**src/uswr_pkg.sv**
```systemverilog
// shared constants, register map and carriers of the wake-capable receiver
`default_nettype none
package uswr_pkg;
  // clock and wake timing
  localparam int unsigned CLK_PERIOD_NS = 50;
  localparam int unsigned WAKE_MIN_NS   = 18000;  // stop to wake transit, least
  localparam int unsigned WAKE_MAX_NS   = 65000;  // stop to wake transit, most
  localparam int unsigned WAKE_CYC      = (WAKE_MIN_NS + CLK_PERIOD_NS - 1) / CLK_PERIOD_NS;
  localparam int unsigned WAKE_CNT_W    = 11;
  localparam int unsigned WAKE_BAUD     = 4800;    // only rate in wake reception

  // register byte offsets
  localparam logic [7:0] OFF_CTRL = 8'h00;
  localparam logic [7:0] OFF_DATA = 8'h04;
  localparam logic [7:0] OFF_NDIV = 8'h08;
  localparam logic [7:0] OFF_STAT = 8'h0C;
  localparam logic [7:0] OFF_MASK = 8'h10;

  // control register fields
  localparam int unsigned CTRL_WAKE_EN  = 0;
  localparam int unsigned CTRL_ERR_SUP  = 1;
  localparam int unsigned CTRL_START    = 2;
  localparam int unsigned CTRL_LEN7     = 3;
  localparam int unsigned CTRL_PAR_LSB  = 4;
  localparam int unsigned CTRL_STOP2    = 6;
  localparam int unsigned CTRL_ERR_MASK = 7;
  localparam int unsigned CTRL_PRE_LSB  = 8;
  localparam logic [31:0] CTRL_RST      = 32'h0000_0000;

  // data register fields and divisor reset values
  localparam int unsigned DATA_DIV_LSB = 9;
  localparam logic [6:0]  WDIV_RST     = 7'h69;
  localparam logic [15:0] NDIV_RST     = 16'h00AD;

  // status / mask bit positions
  localparam int unsigned ST_DONE  = 0;
  localparam int unsigned ST_PAR   = 1;
  localparam int unsigned ST_FRM   = 2;
  localparam int unsigned ST_OVR   = 3;
  localparam int unsigned ST_MISS  = 4;
  localparam int unsigned ST_N     = 5;
  localparam int unsigned ST_FULL  = 8;
  localparam int unsigned ST_WAKE  = 9;
  localparam int unsigned ST_BUSY  = 10;

  // parity encodings
  localparam logic [1:0] PAR_NONE = 2'h0;
  localparam logic [1:0] PAR_EVEN = 2'h1;
  localparam logic [1:0] PAR_ODD  = 2'h2;

  typedef struct packed {
    logic       len7;
    logic [1:0] parity;
    logic       stop2;
  } uswr_fmt_t;

  typedef struct packed {
    logic       done;
    logic       perr;
    logic       ferr;
    logic [7:0] data;
  } uswr_frame_t;
endpackage : uswr_pkg
`default_nettype wire

```
**src/uswr_rx_core.sv**
```systemverilog
// frame receiver: start detect, bit sampling, parity and stop check
`timescale 1ns/10ps
`default_nettype none
module uswr_rx_core (
  input  wire logic               pclk,
  input  wire logic               presetn,
  input  wire logic               enable,
  input  wire logic               rx,
  input  wire logic [15:0]        bit_cyc,
  input  wire uswr_pkg::uswr_fmt_t fmt,
  output logic                    started,
  output logic                    busy,
  output uswr_pkg::uswr_frame_t   frame
);
  typedef enum logic [2:0] {S_IDLE, S_START, S_DATA, S_PAR, S_STOP} uswr_rx_st_t;

  uswr_rx_st_t           st_reg, st_next;
  logic [15:0]           cnt_reg, cnt_next;
  logic [3:0]            bit_reg, bit_next;
  logic [7:0]            sh_reg, sh_next;
  logic                  par_reg, par_next;
  logic                  ferr_reg, ferr_next;
  logic                  perr_reg, perr_next;
  uswr_pkg::uswr_frame_t frame_next;
  logic                  started_next;
  logic                  tick;
  logic [3:0]            nbits;

  assign tick  = (cnt_reg == 16'h0000);
  assign nbits = fmt.len7 ? 4'h7 : 4'h8;
  assign busy  = (st_reg != S_IDLE);

  // sampling state machine; disabling aborts a frame at once
  always_comb begin
    st_next      = st_reg;
    cnt_next     = tick ? 16'h0000 : cnt_reg - 16'h0001;
    bit_next     = bit_reg;
    sh_next      = sh_reg;
    par_next     = par_reg;
    ferr_next    = ferr_reg;
    perr_next    = perr_reg;
    frame_next   = '{done: 1'b0, perr: perr_reg, ferr: ferr_reg, data: frame.data};
    started_next = 1'b0;
    if (!enable) begin
      st_next  = S_IDLE;
      cnt_next = 16'h0000;
    end else begin
      unique case (st_reg)
        S_IDLE: if (!rx) begin
          st_next      = S_START;
          cnt_next     = {1'b0, bit_cyc[15:1]};  // half bit to centre
          started_next = 1'b1;
        end
        S_START: if (tick) begin
          if (rx) begin
            st_next = S_IDLE;  // glitch, not a start bit
          end else begin
            st_next   = S_DATA;
            cnt_next  = bit_cyc - 16'h0001;
            bit_next  = 4'h0;
            par_next  = (fmt.parity == uswr_pkg::PAR_ODD);
            ferr_next = 1'b0;
            perr_next = 1'b0;
          end
        end
        S_DATA: if (tick) begin
          cnt_next = bit_cyc - 16'h0001;
          sh_next  = {rx, sh_reg[7:1]};
          par_next = par_reg ^ rx;
          bit_next = bit_reg + 4'h1;
          if (bit_reg == nbits - 4'h1) begin
            st_next = (fmt.parity == uswr_pkg::PAR_NONE) ? S_STOP : S_PAR;
            bit_next = 4'h0;
          end
        end
        S_PAR: if (tick) begin
          cnt_next  = bit_cyc - 16'h0001;
          perr_next = par_reg ^ rx;
          st_next   = S_STOP;
        end
        S_STOP: if (tick) begin
          cnt_next  = bit_cyc - 16'h0001;
          ferr_next = ferr_reg | !rx;
          bit_next  = bit_reg + 4'h1;
          if (!fmt.stop2 || bit_reg == 4'h1) begin
            st_next         = S_IDLE;
            frame_next.done = 1'b1;
            frame_next.perr = perr_reg;
            frame_next.ferr = ferr_reg | !rx;
            frame_next.data = fmt.len7 ? {1'b0, sh_reg[7:1]} : sh_reg;
          end
        end
        default: st_next = S_IDLE;
      endcase
    end
  end

  // state registers
  always_ff @(posedge pclk or negedge presetn) begin
    if (!presetn) begin
      st_reg   <= S_IDLE;
      cnt_reg  <= 16'h0000;
      bit_reg  <= 4'h0;
      sh_reg   <= 8'h00;
      par_reg  <= 1'b0;
      ferr_reg <= 1'b0;
      perr_reg <= 1'b0;
      frame    <= '0;
      started  <= 1'b0;
    end else begin
      st_reg   <= st_next;
      cnt_reg  <= cnt_next;
      bit_reg  <= bit_next;
      sh_reg   <= sh_next;
      par_reg  <= par_next;
      ferr_reg <= ferr_next;
      perr_reg <= perr_next;
      frame    <= frame_next;
      started  <= started_next;
    end
  end
endmodule : uswr_rx_core
`default_nettype wire

```
**src/uswr_top.sv**
```systemverilog
// wake-capable serial receiver with apb registers and interrupts
//
// Contract
// without wake armed, receiver stops all communication in stop state.
// armed and stopped, a start edge on the pin begins reception alone.
// software arms wake only while clocked from the on-chip oscillator.
// wake reception runs at 4800 bps only, via its own divisor.
// software sets wake enable before stop, channel start after initialization.
// error mask and suppress bits choose whether errors raise error interrupt.
// suppress set: parity, framing, overrun flags and error interrupt stay quiet.
// software clears error flags and reads data before arming with suppress.
// while armed, only receptions started in stop state are valid.
// software sets wake divisor 105 or 79 and prescaler per oscillator.
// stop to wake reception transit takes between 18 and 65 us.
// wake reception uses the same frame format as normal operation.
//
// Added by the designer: the address map and the APB interface to the registers.
`timescale 1ns/10ps
`default_nettype none
module uswr_top (
  input  wire logic        pclk,
  input  wire logic        presetn,
  input  wire logic [7:0]  paddr,
  input  wire logic        psel,
  input  wire logic        penable,
  input  wire logic        pwrite,
  input  wire logic [31:0] pwdata,
  output logic [31:0]      prdata,
  output logic             pready,
  output logic             pslverr,
  input  wire logic        serial_rx_pin,
  input  wire logic        stop_mode,
  input  wire logic        hs_osc_selected,
  output logic             irq,
  output logic             rx_error_irq,
  output logic             wake_state
);
  typedef enum logic [1:0] {W_RUN, W_ARMED, W_PEND, W_WAKE} uswr_wake_st_t;

  // address match, used by both the read mux and the write decode
  function automatic logic uswr_hit(input logic [7:0] a, input logic [7:0] off);
    uswr_hit = (a == off);
  endfunction : uswr_hit

  logic [31:0]             ctrl_reg, ctrl_next;
  logic [6:0]              wdiv_reg, wdiv_next;
  logic [15:0]             ndiv_reg, ndiv_next;
  logic [7:0]              rdata_reg, rdata_next;
  logic                    full_reg, full_next;
  logic [uswr_pkg::ST_N-1:0] stat_reg, stat_next;
  logic [uswr_pkg::ST_N-1:0] mask_reg, mask_next;
  logic [uswr_pkg::ST_N-1:0] ev;
  uswr_wake_st_t           wst_reg, wst_next;
  logic [uswr_pkg::WAKE_CNT_W-1:0] wcnt_reg, wcnt_next;
  logic [31:0]             prdata_next;
  logic                    pready_next, pslverr_next;
  logic                    irq_next, err_irq_next, wake_next;
  logic                    acc, wr, rd, mapped;
  logic                    armed, suppress, core_en, wake_rate;
  logic [15:0]             wake_cyc, bit_cyc;
  logic                    core_started, core_busy;
  uswr_pkg::uswr_frame_t   frame;
  uswr_pkg::uswr_fmt_t     fmt;

  // apb access phase completes on the edge where pready is high
  assign acc    = psel && penable && pready;
  assign wr     = acc && pwrite;
  assign rd     = acc && !pwrite;
  assign mapped = uswr_hit(paddr, uswr_pkg::OFF_CTRL) || uswr_hit(paddr, uswr_pkg::OFF_DATA)
               || uswr_hit(paddr, uswr_pkg::OFF_NDIV) || uswr_hit(paddr, uswr_pkg::OFF_STAT)
               || uswr_hit(paddr, uswr_pkg::OFF_MASK);

  // arming ignored unless the on-chip oscillator drives the unit
  assign armed    = ctrl_reg[uswr_pkg::CTRL_WAKE_EN] && hs_osc_selected
                 && ctrl_reg[uswr_pkg::CTRL_START];
  assign suppress = ctrl_reg[uswr_pkg::CTRL_ERR_SUP];

  // one frame format for both modes
  assign fmt.len7   = ctrl_reg[uswr_pkg::CTRL_LEN7];
  assign fmt.parity = ctrl_reg[uswr_pkg::CTRL_PAR_LSB +: 2];
  assign fmt.stop2  = ctrl_reg[uswr_pkg::CTRL_STOP2];

  // wake bit time is (div+1)*2 prescaled clocks; normal rate is independent
  assign wake_cyc  = 16'((({9'h000, wdiv_reg} + 16'h0001) << 1)
                   << ctrl_reg[uswr_pkg::CTRL_PRE_LSB +: 3]);
  assign wake_rate = (wst_reg != W_RUN);
  assign bit_cyc   = wake_rate ? wake_cyc : ndiv_reg;

  // in stop the receiver runs only while armed; otherwise it is held idle
  assign core_en = ctrl_reg[uswr_pkg::CTRL_START]
                && (!stop_mode || wst_reg != W_RUN);

  uswr_rx_core u_core (
    .pclk    (pclk),
    .presetn (presetn),
    .enable  (core_en),
    .rx      (serial_rx_pin),
    .bit_cyc (bit_cyc),
    .fmt     (fmt),
    .started (core_started),
    .busy    (core_busy),
    .frame   (frame)
  );

  // wake sequencer: armed in stop, edge starts frame, state shows after transit
  always_comb begin
    wst_next  = wst_reg;
    wcnt_next = wcnt_reg;
    unique case (wst_reg)
      W_RUN:   if (stop_mode && armed) wst_next = W_ARMED;
      W_ARMED: begin
        if (core_started) begin
          wst_next  = W_PEND;
          wcnt_next = '0;
        end else if (!stop_mode || !armed) begin
          wst_next = W_RUN;
        end
      end
      W_PEND: begin
        wcnt_next = wcnt_reg + 1'b1;
        if (wcnt_reg == uswr_pkg::WAKE_CNT_W'(uswr_pkg::WAKE_CYC - 1)) begin
          wst_next = W_WAKE;
        end
      end
      W_WAKE: if (!core_busy) wst_next = (stop_mode && armed) ? W_ARMED : W_RUN;
    endcase
  end

  always_ff @(posedge pclk or negedge presetn) begin
    if (!presetn) begin
      wst_reg  <= W_RUN;
      wcnt_reg <= '0;
    end else begin
      wst_reg  <= wst_next;
      wcnt_reg <= wcnt_next;
    end
  end

  // receive events; suppression keeps error flags quiet
  always_comb begin
    ev                   = '0;
    ev[uswr_pkg::ST_DONE] = frame.done;
    ev[uswr_pkg::ST_PAR]  = frame.done && frame.perr && !suppress;
    ev[uswr_pkg::ST_FRM]  = frame.done && frame.ferr && !suppress;
    ev[uswr_pkg::ST_OVR]  = frame.done && full_reg && !suppress;
    // a start with wake enabled but outside stop may give a corrupt frame
    ev[uswr_pkg::ST_MISS] = core_started && ctrl_reg[uswr_pkg::CTRL_WAKE_EN]
                          && wst_reg == W_RUN;
  end

  // register file writes; hardware set beats software clear
  always_comb begin
    ctrl_next  = ctrl_reg;
    wdiv_next  = wdiv_reg;
    ndiv_next  = ndiv_reg;
    mask_next  = mask_reg;
    rdata_next = frame.done ? frame.data : rdata_reg;
    full_next  = full_reg;
    stat_next  = stat_reg;
    if (rd && uswr_hit(paddr, uswr_pkg::OFF_DATA)) full_next = 1'b0;
    if (frame.done) full_next = 1'b1;
    if (wr) begin
      if (uswr_hit(paddr, uswr_pkg::OFF_CTRL)) ctrl_next = {21'h000000, pwdata[10:0]};
      if (uswr_hit(paddr, uswr_pkg::OFF_DATA)) begin
        wdiv_next = pwdata[uswr_pkg::DATA_DIV_LSB +: 7];
      end
      if (uswr_hit(paddr, uswr_pkg::OFF_NDIV)) ndiv_next = pwdata[15:0];
      if (uswr_hit(paddr, uswr_pkg::OFF_MASK)) mask_next = pwdata[uswr_pkg::ST_N-1:0];
    end
    for (int i = 0; i < uswr_pkg::ST_N; i++) begin
      if (wr && uswr_hit(paddr, uswr_pkg::OFF_STAT) && pwdata[i]) stat_next[i] = 1'b0;
      if (ev[i]) stat_next[i] = 1'b1;
    end
  end

  always_ff @(posedge pclk or negedge presetn) begin
    if (!presetn) begin
      ctrl_reg  <= uswr_pkg::CTRL_RST;
      wdiv_reg  <= uswr_pkg::WDIV_RST;
      ndiv_reg  <= uswr_pkg::NDIV_RST;
      mask_reg  <= '0;
      rdata_reg <= 8'h00;
      full_reg  <= 1'b0;
      stat_reg  <= '0;
    end else begin
      ctrl_reg  <= ctrl_next;
      wdiv_reg  <= wdiv_next;
      ndiv_reg  <= ndiv_next;
      mask_reg  <= mask_next;
      rdata_reg <= rdata_next;
      full_reg  <= full_next;
      stat_reg  <= stat_next;
    end
  end

  // apb answer one cycle into the access phase; unmapped gives pslverr
  always_comb begin
    pready_next  = psel && penable && !pready;
    pslverr_next = pready_next && !mapped;
    prdata_next  = prdata;
    if (pready_next && !pwrite) begin
      prdata_next = 32'h0000_0000;
      if (uswr_hit(paddr, uswr_pkg::OFF_CTRL)) prdata_next = ctrl_reg;
      if (uswr_hit(paddr, uswr_pkg::OFF_DATA)) begin
        prdata_next = {16'h0000, wdiv_reg, 1'b0, rdata_reg};
      end
      if (uswr_hit(paddr, uswr_pkg::OFF_NDIV)) prdata_next = {16'h0000, ndiv_reg};
      if (uswr_hit(paddr, uswr_pkg::OFF_STAT)) begin
        prdata_next = {21'h000000, core_busy, wake_state, full_reg, 3'h0, stat_reg};
      end
      if (uswr_hit(paddr, uswr_pkg::OFF_MASK)) prdata_next = {27'h0000000, mask_reg};
    end
  end

  // interrupt outputs; error line gated by the error mask bit
  always_comb begin
    irq_next     = |(stat_reg & mask_reg);
    err_irq_next = |stat_reg[uswr_pkg::ST_OVR:uswr_pkg::ST_PAR]
                && !ctrl_reg[uswr_pkg::CTRL_ERR_MASK];
    wake_next    = (wst_next == W_WAKE);
  end

  always_ff @(posedge pclk or negedge presetn) begin
    if (!presetn) begin
      prdata       <= 32'h0000_0000;
      pready       <= 1'b0;
      pslverr      <= 1'b0;
      irq          <= 1'b0;
      rx_error_irq <= 1'b0;
      wake_state   <= 1'b0;
    end else begin
      prdata       <= prdata_next;
      pready       <= pready_next;
      pslverr      <= pslverr_next;
      irq          <= irq_next;
      rx_error_irq <= err_irq_next;
      wake_state   <= wake_next;
    end
  end
endmodule : uswr_top
`default_nettype wire

```
**config.mk**
```make
export PLATFORM = sky130hd
export DESIGN_NAME = uswr_top
export DESIGN_NICKNAME = d
export VERILOG_FILES = /design/src/uswr_pkg.sv /design/src/uswr_rx_core.sv /design/src/uswr_top.sv
export SDC_FILE = /design/constraint.sdc
export NUM_CORES = 1
export LEC_CHECK = 0
export ABC_CLOCK_PERIOD_IN_PS = 3100
export BUFFER_PORTS_ARGS = -buffer_cell sky130_fd_sc_hd__buf_4
export CAP_MARGIN = 15
export CORE_ASPECT_RATIO = 1.75
export CORE_UTILIZATION = 40
export CTS_CLUSTER_SIZE = 12
export DETAILED_ROUTE_END_ITERATION = 8
export GPL_ROUTABILITY_DRIVEN = 0
export HOLD_SLACK_MARGIN = 0.06
export SLEW_MARGIN = 10
export SYNTH_ARGS = -nofsm -noshare
export SYNTH_HDL_FRONTEND = slang
export SYNTH_SLANG_ARGS = --single-unit
```
**constraint.sdc**
```tcl
create_clock -name pclk -period 3.1 [get_ports pclk]
set_input_delay 0.93 -clock pclk [delete_from_list [all_inputs] [get_ports pclk]]
set_output_delay 0.93 -clock pclk [all_outputs]
set_load 0.02 [all_outputs]
```
-- Word-level counts from Yosys, hierarchy flattened
Index checks and enable logic that the tools add are counted.
- bits in registers: 149
- input port bits: 48
- output and inout port bits: 37
- word-level logic and storage cells: 215
- add/subtract/negate cells: 6
- eq/ne operators: 29
- shifts and indexed selects: 1
- mux-type cells: 69
- bitwise logic cells: 3
- reductions and logical operators: 76
- operator list (operator ; number):
    32-bit two-way mux ; 4
    16-bit two-way mux ; 7
    11-bit two-way mux ; 6
    16-bit case mux with 3 select lines ; 1
    16-bit by 1-bit subtractor with 16-bit output (second input constant) ; 2
    1-bit logical AND ; 27
    3-bit two-way mux ; 9
    4-bit two-way mux ; 6
    1-bit two-way mux ; 22
    11-bit case mux with 2 select lines ; 1
    2-bit nonzero test ; 11
    3-bit != test (second input constant) ; 7
    8-bit by 4-bit equality test with 1-bit output (second input constant) ; 2
    16-bit logical NOT ; 1
    9-bit by 3-bit << shifter with 16-bit output ; 1
    3-bit case mux with 5 select lines ; 1
    5-bit AND reduction ; 3
    2-bit two-way mux ; 6
    4-bit case mux with 3 select lines ; 1
    11-bit by 1-bit adder with 11-bit output (second input constant) ; 1
    11-bit by 9-bit equality test with 1-bit output (second input constant) ; 1
    2-bit by 1-bit != test with 1-bit output (second input constant) ; 5
    2-bit AND reduction ; 5
    1-bit logical NOT ; 9
    30 further kinds ; 45

-- Longest topological paths before layout
- depth in word-level cells: 8
- depth in mapped cells: 10
- depth with buffers taken out: 9

-- Modules after synthesis
From an unflattened synthesis, not the netlist that was laid out.
- cells, all modules: 737
- area total of the unflattened synthesis: 7558.5 um2
- by module, submodules not included (module ; times used ; cells an instance ; area each (um2) ; seq. area each (um2)):
    uswr_top ; 1 ; 442 ; 4689.5 ; 2188.3
    uswr_rx_core ; 1 ; 295 ; 2869.0 ; 1151.1

-- Worst setup path after synthesis
No wires, ideal clock.
- path type: input to register
- start: input paddr[5]
- end: register ndiv_reg[10]
- setup time: 0.125 ns
- data arrival time: 2.811 ns
- data required time: 2.975 ns
- slack: 0.164 ns
- cell stages on the path: 7
- buffers on the path: 1
- path through: nor3_1 nand2_1 nor2_1 nand2_1 nor3_1 clkbuf_1 mux2_2
- cells in the longest elaborated chain, start to end: 2
- ends and longest elaborated chain (what ; line ; text):
    start, declared ; uswr_top.sv:23 ; input wire logic [7:0] paddr,
    8-bit by 4-bit equality test with 1-bit output ; uswr_top.sv:42 ; uswr_hit = (a == off);
    2-bit AND reduction (no source line) ; -- ;
    end signal, assigned ; uswr_top.sv:180 ; ndiv_reg <= uswr_pkg::NDIV_RST;
    end signal, assigned ; uswr_top.sv:188 ; ndiv_reg <= ndiv_next;
    end, declared ; uswr_top.sv:47 ; logic [15:0] ndiv_reg, ndiv_next;
No other way between the ends.
A chain may end at the register's enable or synchronous reset.

-- Worst setup path in the final report
- start: register wdiv_reg[0]
- end: register u_core.cnt_reg[15]
- cells in the longest elaborated chain, start to end: 8
- elaborated cells between the ends (all ways): 9
- classes of those cells: 2 x add/sub; 1 x shift; 6 x mux
- ends and longest elaborated chain (what ; line ; text):
    start, declared ; uswr_top.sv:46 ; logic [6:0] wdiv_reg, wdiv_next;
    start signal, assigned ; uswr_top.sv:179 ; wdiv_reg <= uswr_pkg::WDIV_RST;
    start signal, assigned ; uswr_top.sv:187 ; wdiv_reg <= wdiv_next;
    7-bit by 1-bit adder with 8-bit output (*) ; uswr_top.sv:84 ; assign wake_cyc = 16'((({9'h000, wdiv_reg} + 16'h0001) << 1)
    9-bit by 3-bit << shifter with 16-bit output (*) ; uswr_top.sv:84 ;
    16-bit two-way mux (*) ; uswr_top.sv:87 ; assign bit_cyc = wake_rate ? wake_cyc : ndiv_reg;
    16-bit by 1-bit subtractor with 16-bit output (*) ; -- ;
    16-bit two-way mux ; uswr_rx_core.sv:55 ; if (rx) begin
    16-bit two-way mux ; uswr_rx_core.sv:54 ; S_START: if (tick) begin
    16-bit case mux with 3 select lines (*) ; uswr_rx_core.sv:48 ; unique case (st_reg)
    16-bit two-way mux (*) ; uswr_rx_core.sv:44 ; if (!enable) begin
    via u_core.cnt_next[15] ; uswr_rx_core.sv:18 ; logic [15:0] cnt_reg, cnt_next;
    end signal, assigned ; uswr_rx_core.sv:112 ; cnt_reg <= cnt_next;
    end, declared ; uswr_rx_core.sv:18 ;
Mark *: on every way through the listed nets, which the timed path passes. The rest lies on a longest branch.

==> impl_metrics.tcl <==
set metrics [dict create \
    status "completed" \
    drive_above_1_share_pct 24.5 \
    hpwl_mm 17.1 \
    ir_drop_v 0.000375 \
    io_buffers 52 \
    area_growth_pct 18.8 \
    syn_inst 851 \
    hold_buffers 0 \
    cpPeakStageDelay_ns 0.56 \
    design.core.area_um2 19200 \
    finalCritPeriodShare_pct 96.7 \
    timing.fmax_ghz 0.333 \
    critPathLaunch "wdiv_reg[0]" \
    final_cell_mix "dfrtp_1 (123), buf_4 (100), nand2_1 (99)" \
    reg2reg_depth 9 \
    worst_r2r_startpoint "wdiv_reg[0]" \
    cp_max_fo 11 \
    cp.depth 9 \
    wire_per_inst_um 18.9 \
    crit_arrival_ns 3.35 \
    cp-start-kind "flop" \
    min_period_ns 3.00 \
    leakage_nw 4.17 \
    ys_async_sr_fraction_pct 100 \
    antenna_found_initial 0 \
    clock_latency_ns 0.42 \
    n_antenna_cell 0 \
    hold_path_end "u_core.frame[9]" \
    cts_buffers 17 \
    crit_family "simple AND/OR/NAND/NOR gates" \
    die_y_um 188 \
    grt_pass1_wl_mm 36.6 \
    critPathSlowestCell "or4_4" \
    wl_mm 22.4 \
    post_cts_buffers 0 \
    clock_skew_ns 0.00586 \
    clk_pin_slew_ns 0.06 \
    io_pins 85 \
    min_path_cells 0 \
    hp-start "u_core.perr_reg" \
    layout_commonest_cell "dfrtp_1" \
    clock_path_buffers 2 \
    setup_viol 0 \
    rrSetupSlack_ns 0.10 \
    tightest_slew_ns 0.677 \
    dieArea_um2 20300 \
    drtIter0Drc 406 \
    syn-cell-area_um2 7890 \
    fp.dieW_um 108 \
    grt_max_degree 60 \
    grt_setup_unrepaired "false" \
    synth_cell_type_count 79 \
    max_slew_margin_pct 54.4 \
    firstDrtPassIters 5 \
    cts.htree.levels 4 \
    cts_tree "yes" \
    hold_viol 0 \
    rows 67 \
    cp-end-kind "flop" \
    ys_warn_count 0 \
    worstReg2RegEnd "u_core.cnt_reg[15]" \
    drc 0 \
    fin_setup_tns_ns 0 \
    root_buffer "clkbuf_16" \
    grt_pass1_vias 6814 \
    ys_seq_area_share_pct 42.3 \
    synth-edff-count 0 \
    path_buf_inv 1 \
    ant_nets 0 \
    path_class "flop to flop" \
    ys_ff_latch 133 \
    start_util_pct 41.1 \
    p_per_area_nw_per_um2 424 \
    crit_path_frequent_cell "nand3_1" \
    grt_usage_pct 23.7 \
    yosys_most_used_dff "dfrtp_1" \
    clock-sinks 133 \
    vias 6774 \
    fin_nets 984 \
    finalMaxSlewViolations 0 \
    crit_chain "buf_4 -> nand3_4 -> or4_4 -> a21oi_1 -> a211oi_2 -> a211oi_4 -> nand3_1 -> or4_1 -> nand3_1" \
    grt_overflow 0 \
    required_ns 3.45 \
    via_per_inst 5.73 \
    n_fill_cell 1848 \
    drv_cap 0 \
    hold_ws_ns 0.403 \
    syn_area_per_cell_um2 9.27 \
    hold_class "flop to flop" \
]
power breakdown:
group / internal [W] / switching, W
Clock: 0.00121 / 0.000774
Sequential: 0.00175 / 0.0000128
Combinational: 0.0000800 / 0.000141
synth_stat cells (all sizes together) (7+ instances only):
library cell | number | area share, %
dfrtp | 124 | 39
nand2 | 100 | 4.8
nor2 | 73 | 3.5
o21ai | 72 | 4.6
mux2 | 58 | 8.3
a21oi | 38 | 2.4
nand3 | 34 | 2.4
clkbuf | 30 | 1.4
buf | 29 | 2.5
nor3 | 27 | 1.7
mux2i | 15 | 1.9
nand4 | 14 | 1.2
xnor2 | 13 | 1.4
inv | 11 | 0.52
or4 | 11 | 1.1
xor2 | 10 | 1.1
a22oi | 9 | 0.86
dfstp | 9 | 3.0
nand2b | 9 | 0.71
or2 | 9 | 0.71
nor4 | 8 | 1.0
o211ai | 8 | 0.76
a21o | 7 | 0.70
and2 | 7 | 0.56
ha | 7 | 1.1
nor2b | 7 | 0.56
area by class of cell:
class                   instances  area, um^2  area share (%)
flip-flops and latches        133        3340            35.6
clock buffers                  22         454            4.85
multi-input cells             663        4310            46.0
clock inverters                10         124            1.32
inverters                      11        41.3           0.441
well taps                     241         302            3.22
repair buffers                103         802            8.56
timing repair:
item | CTS | global route
resized for setup | 0 | 9
setup endpoints to repair | 0 | 4
hold endpoints to repair | 0 | 0
worst reg2reg max path, stage by stage (launching register included):
cell	delay, ns
dfstp_2	0.53
buf_4	0.17
nand3_4	0.15
or4_4	0.56
a21oi_1	0.22
a211oi_2	0.10
a211oi_4	0.36
nand3_1	0.22
or4_1	0.53
nand3_1	0.09
through the flow:
stage	cells	worst slack (ns)	power [W]	util, %	cell area [um^2]
global route	1183	0.0150	0.00411	48.8	9370
finish	1183	0.101	0.00397	48.8	9370
CTS	1183	0.0495	0.00402	48.6	9330
floorplan	866	0.164	0.00190	-	7950
detailed placement	1151	0.0542	0.00202	45.6	8750
global placement	1151	0.0693	0.00202	45.6	8750
routing by layer:
layer | global-route usage (%) | vias up | wire (um) | share of wire (%)
li1 | - | 3261 | - | -
met1 | 26.3 | 3256 | 8470 | 38
met2 | 42.5 | 201 | 12100 | 54
met3 | 3.06 | 56 | 723 | 3.2
met4 | 13.1 | 0 | 1080 | 4.8
met5 | 0 | - | 0 | 0
logic make-up (layout without fill, tap and decap cells):
group / count (synthesis) / after routing / share of synthesized area, %
adder cells (fa/ha/maj): 7 / 7 / 1.11
other: 1 / 16 / 0.0475
multiplexers: 73 / 73 / 10.2
XOR/XNOR: 23 / 23 / 2.55
AND/OR/NAND/NOR: 325 / 325 / 20.7
AO/OA/AOI/OAI: 219 / 219 / 18.7
buffers and inverters: 70 / 146 / 4.46
flip-flops: 133 / 133 / 42.3
how the worst max path moves through the flow:
stage | endpoint | slack, ns
floorplan | ndiv_reg[10] | 0.16
global placement | u_core.cnt_reg[7] | 0.07
detailed placement | u_core.cnt_reg[7] | 0.05
CTS | u_core.cnt_reg[7] | 0.05
global route | u_core.st_reg[1] | 0.02
finish | u_core.cnt_reg[15] | 0.10
Power figures use the tool's default switching activity.
